`config.mk`:
```
export PLATFORM = sky130hd
export DESIGN_NAME = crypto_descriptor_assoc_decode
export DESIGN_NICKNAME = d
export VERILOG_FILES = /design/src/verilog/assoc_decode_pkg.sv /design/src/verilog/crypto_descriptor_assoc_decode.sv /design/src/verilog/assoc_store.sv
export VERILOG_INCLUDE_DIRS = /design/src /design/src/verilog
export SDC_FILE = /design/constraint.sdc
export NUM_CORES = 1
export LEC_CHECK = 0
export ABC_CLOCK_PERIOD_IN_PS = 4600
export BUFFER_PORTS_ARGS = -buffer_cell sky130_fd_sc_hd__buf_4
export CAP_MARGIN = 20
export CORE_AREA = 4 4 273 275
export CTS_CLUSTER_SIZE = 10
export DETAILED_ROUTE_END_ITERATION = 8
export DIE_AREA = 0 0 277 279
export PLACE_DENSITY = 0.87
export SLEW_MARGIN = 5
export SYNTH_ARGS = -nofsm -noshare
export SYNTH_HDL_FRONTEND = slang
export SYNTH_HIERARCHICAL = 1
export SYNTH_SLANG_ARGS = --single-unit
export TNS_END_PERCENT = 30
```
`constraint.sdc`:
```
create_clock -name ref_clk_in -period 4.6 [get_ports ref_clk_in]
set_input_delay 0.46 -clock ref_clk_in [delete_from_list [all_inputs] [get_ports ref_clk_in]]
set_output_delay 0.46 -clock ref_clk_in [all_outputs]
set_load 0.005 [all_outputs]
```
`src/verilog/crypto_descriptor_assoc_decode_regs.svh`:
```
/*
 * Constants of the descriptor and security-association decoder: word counts,
 * control-word field positions and reset values.
 * Assumes it is included by bare name from the package and the design modules.
 */
`ifndef CRYPTO_DESCRIPTOR_ASSOC_DECODE_REGS_SVH
`define CRYPTO_DESCRIPTOR_ASSOC_DECODE_REGS_SVH

// Association layout in words: control word, 8 auth key, 8 cipher key, 4 auth IV, 4 cipher IV.
`define ASSOC_LAST_WORD 5'd24
`define ASSOC_LAST_KEY_WORD 5'd23
`define ASSOC_CTRL_INDEX 5'd0
`define ASSOC_FIRST_KEY_INDEX 5'd1
`define ASSOC_STORE_DEPTH 24
`define ASSOC_WORD_SHIFT 2

// Control word field positions.
`define CTRL_AUTH_ALGO_MSB 16
`define CTRL_AUTH_ALGO_LSB 10
`define CTRL_ENC_TYPE_BIT 9
`define CTRL_KEY_SIZE_MSB 8
`define CTRL_KEY_SIZE_LSB 7
`define CTRL_MULTITASK_MSB 6
`define CTRL_MULTITASK_LSB 4
`define CTRL_CIPHER_ALGO_MSB 3
`define CTRL_CIPHER_ALGO_LSB 0

// Cipher algorithm code that selects GCM.
`define CIPHER_ALGO_GCM 4'hE
`define MULTITASK_SERIAL 3'h0

`define WORD_RESET 32'h0000_0000
`define INDEX_RESET 5'h00

`endif

```
`src/verilog/assoc_decode_pkg.sv`:
```
/*
 * Types shared by the association decoder and its key store.
 * Assumes the constants header sits in the include path.
 */
`default_nettype none
`include "crypto_descriptor_assoc_decode_regs.svh"

package assoc_decode_pkg;
	typedef logic [31:0] word_type;
	typedef logic [4:0] index_type;
	typedef enum logic [2:0] {
		ST_IDLE = 3'b000,
		ST_FETCH_REQ = 3'b001,
		ST_FETCH_WAIT = 3'b010,
		ST_EMIT = 3'b011,
		ST_READY = 3'b100
	} dec_state_type;
endpackage

`default_nettype wire

```
`src/verilog/crypto_descriptor_assoc_decode.sv`:
```
/*
 * Decoder of the descriptor length and offset words and loader of the security
 * association: fetches the association through the descriptor's pointer, holds
 * control, keys and IVs, and hands the decoded settings and key words to the engines.
 * Assumes the descriptor DMA and the memory read port run on ref_clk_in.
 */
// Behaviour
// - For hash and HMAC the length word is the full message size in bytes.
// - Under GCM the length word is the count of bytes to be ciphered.
// - The offset word is where encryption starts in combined passes.
// - Under GCM the offset word counts the AAD bytes before ciphered data.
// - Every setting comes from the chain's association, never from fixed defaults.
// - The association chooses parallel engines; both then run together.
// - Algorithm, key size, keys and IVs are loaded from the association.
// - Fetch enable set fetches the association; clear reuses the held one, or fetches if none is held.
// - Keys and IVs are read from the descriptor's association pointer.
`default_nettype none
`include "crypto_descriptor_assoc_decode_regs.svh"

module crypto_descriptor_assoc_decode (
	// Clock and reset
	input wire logic ref_clk_in,
	input wire logic rst_n_in,
	// Descriptor from the chain DMA
	input wire logic desc_valid_in,
	output logic desc_ready_out,
	input wire assoc_decode_pkg::word_type descriptor_length_word_in,
	input wire assoc_decode_pkg::word_type descriptor_offset_word_in,
	input wire assoc_decode_pkg::word_type assoc_pointer_word_in,
	input wire logic assoc_fetch_enable_in,
	// Association read port toward system memory
	output logic mem_req_valid_out,
	input wire logic mem_req_ready_in,
	output assoc_decode_pkg::word_type mem_req_addr_out,
	input wire logic mem_rsp_valid_in,
	input wire assoc_decode_pkg::word_type mem_rsp_data_in,
	// Decoded settings toward the engines
	output logic cfg_valid_out,
	input wire logic job_done_in,
	output logic [6:0] auth_algo_out,
	output logic [3:0] cipher_algo_out,
	output logic enc_type_out,
	output logic [1:0] key_size_out,
	output logic parallel_engines_out,
	output logic gcm_mode_out,
	output assoc_decode_pkg::word_type total_message_bytes_out,
	output assoc_decode_pkg::word_type ciphered_byte_count_out,
	output assoc_decode_pkg::word_type cipher_start_offset_out,
	output assoc_decode_pkg::word_type aad_byte_count_out,
	// Key and IV stream toward the engines
	output logic key_valid_out,
	output assoc_decode_pkg::index_type key_index_out,
	output assoc_decode_pkg::word_type key_data_out,
	// Status
	output logic assoc_held_out
);
	import assoc_decode_pkg::*;

	////////////////////////////////////////////////////////////////////////////////
	// State

	dec_state_type state_r, state_nxt;
	index_type idx_r, idx_nxt;
	word_type len_r, off_r, ptr_r, ctrl_r;
	logic held_r;
	logic key_vld_r;
	index_type key_idx_r;
	logic [6:0] auth_algo_r;
	logic [3:0] cipher_algo_r;
	logic enc_type_r, parallel_r, gcm_r;
	logic [1:0] key_size_r;
	word_type total_r, ciph_cnt_r, start_off_r, aad_r;

	////////////////////////////////////////////////////////////////////////////////
	// Decode

	wire desc_take = (state_r == ST_IDLE) && desc_valid_in;
	wire req_take = (state_r == ST_FETCH_REQ) && mem_req_ready_in;
	wire rsp_take = (state_r == ST_FETCH_WAIT) && mem_rsp_valid_in;
	wire rsp_is_ctrl = rsp_take && (idx_r == `ASSOC_CTRL_INDEX);
	wire rsp_is_key = rsp_take && (idx_r != `ASSOC_CTRL_INDEX);
	wire fetch_last = rsp_take && (idx_r == `ASSOC_LAST_WORD);
	wire emit_rd = (state_r == ST_EMIT);
	wire emit_last = emit_rd && (idx_r == `ASSOC_LAST_KEY_WORD);
	wire [3:0] ctrl_cipher = ctrl_r[`CTRL_CIPHER_ALGO_MSB:`CTRL_CIPHER_ALGO_LSB];
	wire ctrl_gcm = (ctrl_cipher == `CIPHER_ALGO_GCM);
	wire ctrl_parallel = (ctrl_r[`CTRL_MULTITASK_MSB:`CTRL_MULTITASK_LSB] != `MULTITASK_SERIAL);
	wire index_type store_wr_addr = idx_r - `ASSOC_FIRST_KEY_INDEX;
	word_type store_rd_data;

	assign desc_ready_out = (state_r == ST_IDLE);
	assign mem_req_valid_out = (state_r == ST_FETCH_REQ);
	// Association words are consecutive from the pointer, one word per index.
	assign mem_req_addr_out = ptr_r + (word_type'(idx_r) << `ASSOC_WORD_SHIFT);
	assign cfg_valid_out = (state_r == ST_READY);
	assign assoc_held_out = held_r;

	always_comb begin
		state_nxt = state_r;
		idx_nxt = idx_r;
		unique case (state_r)
			ST_IDLE: begin
				idx_nxt = `ASSOC_CTRL_INDEX;
				if (desc_valid_in) begin
					// A reuse with nothing held yet still fetches, so no engine ever runs on defaults.
					if (assoc_fetch_enable_in || !held_r) begin
						state_nxt = ST_FETCH_REQ;
					end else begin
						state_nxt = ST_EMIT;
					end
				end
			end
			ST_FETCH_REQ: begin
				if (mem_req_ready_in) begin
					state_nxt = ST_FETCH_WAIT;
				end
			end
			ST_FETCH_WAIT: begin
				if (mem_rsp_valid_in) begin
					if (fetch_last) begin
						state_nxt = ST_EMIT;
						idx_nxt = `INDEX_RESET;
					end else begin
						state_nxt = ST_FETCH_REQ;
						idx_nxt = idx_r + 5'h01;
					end
				end
			end
			ST_EMIT: begin
				idx_nxt = idx_r + 5'h01;
				if (emit_last) begin
					state_nxt = ST_READY;
				end
			end
			ST_READY: begin
				if (job_done_in) begin
					state_nxt = ST_IDLE;
				end
			end
			default: begin
				state_nxt = ST_IDLE;
			end
		endcase
	end

	////////////////////////////////////////////////////////////////////////////////
	// Registers

	always_ff @(posedge ref_clk_in or negedge rst_n_in) begin
		if (!rst_n_in) begin
			state_r <= ST_IDLE;
			idx_r <= `INDEX_RESET;
			key_vld_r <= 1'b0;
			key_idx_r <= `INDEX_RESET;
		end else begin
			state_r <= state_nxt;
			idx_r <= idx_nxt;
			key_vld_r <= emit_rd;
			key_idx_r <= idx_r;
		end
	end

	always_ff @(posedge ref_clk_in or negedge rst_n_in) begin
		if (!rst_n_in) begin
			len_r <= `WORD_RESET;
			off_r <= `WORD_RESET;
			ptr_r <= `WORD_RESET;
		end else if (desc_take) begin
			len_r <= descriptor_length_word_in;
			off_r <= descriptor_offset_word_in;
			ptr_r <= assoc_pointer_word_in;
		end
	end

	always_ff @(posedge ref_clk_in or negedge rst_n_in) begin
		if (!rst_n_in) begin
			ctrl_r <= `WORD_RESET;
			held_r <= 1'b0;
		end else if (rsp_is_ctrl) begin
			ctrl_r <= mem_rsp_data_in;
			held_r <= 1'b0;
		end else if (fetch_last) begin
			held_r <= 1'b1;
		end
	end

	// Settings are latched as the last key word is read, so the engines see a
	// consistent set for the whole of cfg_valid_out.
	always_ff @(posedge ref_clk_in or negedge rst_n_in) begin
		if (!rst_n_in) begin
			auth_algo_r <= 7'h00;
			cipher_algo_r <= 4'h0;
			enc_type_r <= 1'b0;
			key_size_r <= 2'h0;
			parallel_r <= 1'b0;
			gcm_r <= 1'b0;
			total_r <= `WORD_RESET;
			ciph_cnt_r <= `WORD_RESET;
			start_off_r <= `WORD_RESET;
			aad_r <= `WORD_RESET;
		end else if (emit_last) begin
			auth_algo_r <= ctrl_r[`CTRL_AUTH_ALGO_MSB:`CTRL_AUTH_ALGO_LSB];
			cipher_algo_r <= ctrl_cipher;
			enc_type_r <= ctrl_r[`CTRL_ENC_TYPE_BIT];
			key_size_r <= ctrl_r[`CTRL_KEY_SIZE_MSB:`CTRL_KEY_SIZE_LSB];
			parallel_r <= ctrl_parallel;
			gcm_r <= ctrl_gcm;
			total_r <= ctrl_gcm ? `WORD_RESET : len_r;
			ciph_cnt_r <= ctrl_gcm ? len_r : `WORD_RESET;
			start_off_r <= ctrl_gcm ? `WORD_RESET : off_r;
			aad_r <= ctrl_gcm ? off_r : `WORD_RESET;
		end
	end

	////////////////////////////////////////////////////////////////////////////////
	// Key store

	assoc_store u_store (
		.ref_clk_in(ref_clk_in),
		.wr_en_in(rsp_is_key),
		.wr_addr_in(store_wr_addr),
		.wr_data_in(mem_rsp_data_in),
		.rd_en_in(emit_rd),
		.rd_addr_in(idx_r),
		.rd_data_out(store_rd_data)
	);

	assign auth_algo_out = auth_algo_r;
	assign cipher_algo_out = cipher_algo_r;
	assign enc_type_out = enc_type_r;
	assign key_size_out = key_size_r;
	assign parallel_engines_out = parallel_r;
	assign gcm_mode_out = gcm_r;
	assign total_message_bytes_out = total_r;
	assign ciphered_byte_count_out = ciph_cnt_r;
	assign cipher_start_offset_out = start_off_r;
	assign aad_byte_count_out = aad_r;
	assign key_valid_out = key_vld_r;
	assign key_index_out = key_idx_r;
	// The store's read register is reset-free; its value only counts while key_valid_out is high.
	assign key_data_out = store_rd_data;
endmodule

`default_nettype wire

```
`src/verilog/assoc_store.sv`:
```
/*
 * Key and IV store of the held security association: one write port, one read
 * port whose data come out of a register one cycle after the read strobe.
 * Assumes a single clock and that writes and reads never target one word at once.
 */
`default_nettype none
`include "crypto_descriptor_assoc_decode_regs.svh"

module assoc_store (
	// Clock
	input wire logic ref_clk_in,
	// Write port
	input wire logic wr_en_in,
	input wire assoc_decode_pkg::index_type wr_addr_in,
	input wire assoc_decode_pkg::word_type wr_data_in,
	// Read port
	input wire logic rd_en_in,
	input wire assoc_decode_pkg::index_type rd_addr_in,
	output assoc_decode_pkg::word_type rd_data_out
);
	import assoc_decode_pkg::*;

	// No reset on the array keeps it mappable to RAM; words are always written before use.
	word_type mem_r [`ASSOC_STORE_DEPTH];
	word_type rd_data_r;

	always_ff @(posedge ref_clk_in) begin
		if (wr_en_in) begin
			mem_r[wr_addr_in] <= wr_data_in;
		end
		if (rd_en_in) begin
			rd_data_r <= mem_r[rd_addr_in];
		end
	end

	assign rd_data_out = rd_data_r;
endmodule

`default_nettype wire

```
==> metrics <==
Least-Margin Pin Slew=1.21 ns; top cells by area, synth=edfxtp_1, dfrtp_1, mux2i_1; fin. max-slew vios=0; DP Wirelength=65.3 mm; Clock Skew=0.0434 ns; global-route wire length before repair=164 mm; status=completed; crit-path max FO=13; pin count of the biggest net entering global routing=144; multi-input logic area=10,600 µm²; dominant synthesized flop cell=edfxtp_1; share of cells above drive strength 1=25.4%; DRC=0; power share of the clock group=32.6%; Hold EP=off_r[1]$_DFFE_PN0P_; fin crit share=83.3%; drt first pass iters=6; worst vdd ir=513 µV; Hold Slack=0.0287 ns; Sw Share=28.1%; WL final=109 mm; Gate Count Post-Synth=2,604; FF+latch count, synth=1,072; Total Power=25.3 mW; Critical Path RT=4.14 ns; mapped cell area=42,100 µm²; P_int=18.2 mW; Peak Freq=261 MHz; hold path startpoint=descriptor_offset_word_in[1]; setup TNS=0 ns; clk sink count=1,072; clk_lat worst skew=0.69 ns; clock-pin slew on the worst setup and hold paths=0.06 ns; EDFF count, synth=800; critical path capture point type=primary output; CTS tree=built; Synthesized Nets=2,748; pre-CTS setup slack=1.03 ns; Worst R2R Path Depth=6; CTS Buf Count=117; Pleak=18.5 nW; initial DRC count=2,881; Total Routing Usage GR=27.7%; Reg2Reg Launch Point=idx_r[1]$_DFFE_PN0P_; Min-Delay Path Class=in -> reg; Initial Util=58.2%; post-synthesis cell type count=63; Fillers=4,418; CP Class=reg -> out; synth warn=6; reg-to-reg endpoint=u_store/mem_r[19][23]$_DFFE_PP_; cell area power density=510 nW/µm²; power share of the combinational group=20.5%; Final Util=68.5%; sequential share of power=46.8%; syn avg cell area=16.2 µm²; Vias/cell=6.37; vias=25,600; Crit path arrival time=3.37 ns; DR WL/cell=27.2 µm; antenna-violating nets left=0; Yosys top cell area share=57.1%; Cells on Worst Hold Path=2; Port Buffers=352; vias in the first global route=26,400; Layout area overhead=17.7%; commonest cells in the netlist=edfxtp_1, nand2_1, dfrtp_1; core area=72,300 µm²; DIE WIDTH=277 µm; P_sw=7.10 mW; register area=30,800 µm²; Hold Vio Cnt, Final=0; total die area=77,300 µm²; Reg2Reg Setup Slack=0.95 ns; asr flop ratio synth=25.4%; final setup fails=0; post-synthesis sequential area ratio=73.3%; n_diodes=0; H-tree levels=3; die height=279 µm; RSZ-0062 raised after global routing=no; row count=99; # IOs=353; Final Worst Setup Slack=0.767 ns; Setup Fix Bufs, Post-CTS=0; leading cell type by number of instances after synthesis=edfxtp_1; Clock Path Buffers=3; total grt overflow=0; RePlAce Congestion=0.896; CP startpoint kind=register; Max Cap Viol=0; initial antenna violation count=3; Final min period=3.83 ns; Nets=3,160; CTS Root Cell=clkbuf_16; relative slew slack=19.4%; Synth area leader=edfxtp_1
-- sequential cells by signal, summed over array words and instances (netlist names), 5 cells and up --
name and count:
aad_byte_count_out 32, off_r 32, ptr_r 32, auth_algo_out 7, u_store/mem_r 768, ciphered_byte_count_out 32, ctrl_r 17, u_store/rd_data_out 32
key_index_out 5, total_message_bytes_out 32, cipher_start_offset_out 32, idx_r 5, len_r 32
-- per-stage QoR --
stage | instances | instance area, µm²
2_1_floorplan | 2604 | 42100
3_3_place_gp | 3795 | 45700
3_5_place_dp | 3795 | 45700
4_1_cts | 4011 | 49500
5_1_grt | 4015 | 49500
6_report | 4015 | 49500
-- logic make-up after synthesis --
kind of cell	synth area share, %
flip-flops	73.3
AND/OR/NAND/NOR	7.72
multiplexers	13.5
buffers and inverters	1.96
AO/OA/AOI/OAI	2.68
XOR/XNOR	0.624
adder cells (fa/ha/maj)	0.285
-- power by group through the flow --
stage | Clock [mW] | Combinational, mW | Sequential (mW)
after global routing | 8.76 | 5.47 | 11.9
after global placement | 0 | 4.79 | 12.0
after floorplan | 0 | 3.40 | 11.7
after CTS | 8.32 | 5.11 | 11.8
after detailed placement | 0 | 4.98 | 12.0
final | 8.24 | 5.20 | 11.8
-- placed cells by master (no fill, tap or decap), drive strengths merged, types with 3 or more instances in the layout --
master / netlist / layout
nand3b: 5 / 5
o211ai: 5 / 5
a2111oi: 4 / 4
o21ai: 25 / 25
a21oi: 9 / 9
and2: 4 / 4
nand2: 417 / 417
nor3: 7 / 7
o2111ai: 6 / 6
mux2i: 234 / 234
nand4: 36 / 36
or3b: 3 / 3
a221oi: 12 / 12
inv: 16 / 20
nand3: 188 / 188
nor2b: 5 / 5
edfxtp: 800 / 800
xor2: 13 / 13
dfrtp: 272 / 272
xnor2: 17 / 17
clkbuf: 66 / 153
a22oi: 72 / 72
ha: 8 / 8
nor2: 34 / 34
a211oi: 7 / 7
nand2b: 7 / 7
mux2: 143 / 143
buf: 83 / 385
dlygate4sd3: 0 / 57
mux4: 76 / 76
and3: 6 / 6
-- worst max-delay path by stage --
stage                                    start                        endpoint  cells after the start
after floorplan           idx_r[1]$_DFFE_PN0P_  u_store/mem_r[20][0]$_DFFE_PP_                      7
after global placement    idx_r[1]$_DFFE_PN0P_  u_store/mem_r[2][28]$_DFFE_PP_                      6
after detailed placement  idx_r[1]$_DFFE_PN0P_  u_store/mem_r[2][30]$_DFFE_PP_                      6
after CTS                 idx_r[1]$_DFFE_PN0P_            mem_req_addr_out[18]                      7
after global routing      idx_r[1]$_DFFE_PN0P_            mem_req_addr_out[18]                      7
final                     idx_r[1]$_DFFE_PN0P_            mem_req_addr_out[18]                      7
-- final cells by class --
class	instances	area share [%]
inverters	16	0.121
flip-flops and latches	1072	62.3
clock buffers	153	6.25
well taps	959	2.42
clock inverters	6	0.283
multi-input cells	1367	21.5
repair buffers	442	7.18
-- metal layers --
layer	part of all wire [%]	GRT usage, %
met4	2.9	9.13
met1	37	36.9
met5	0.028	0
met3	11	7.60
met2	49	45.1
-- critical path, stage by stage, from the launching register on --
cell	delay, ns
dfrtp_1	0.65
inv_1	0.21
fa_1	0.50
nor2b_1	0.18
o31a_1	0.50
o211ai_1	0.18
xnor2_1	0.32
buf_4	0.18
-- repair_timing --
item	CTS	global route
endpoints found under the setup margin	0	0
hold buffers	57	0
endpoints found under the hold margin	187	0
resized for setup	0	0
Note: power is estimated with default switching activity, not from simulation.
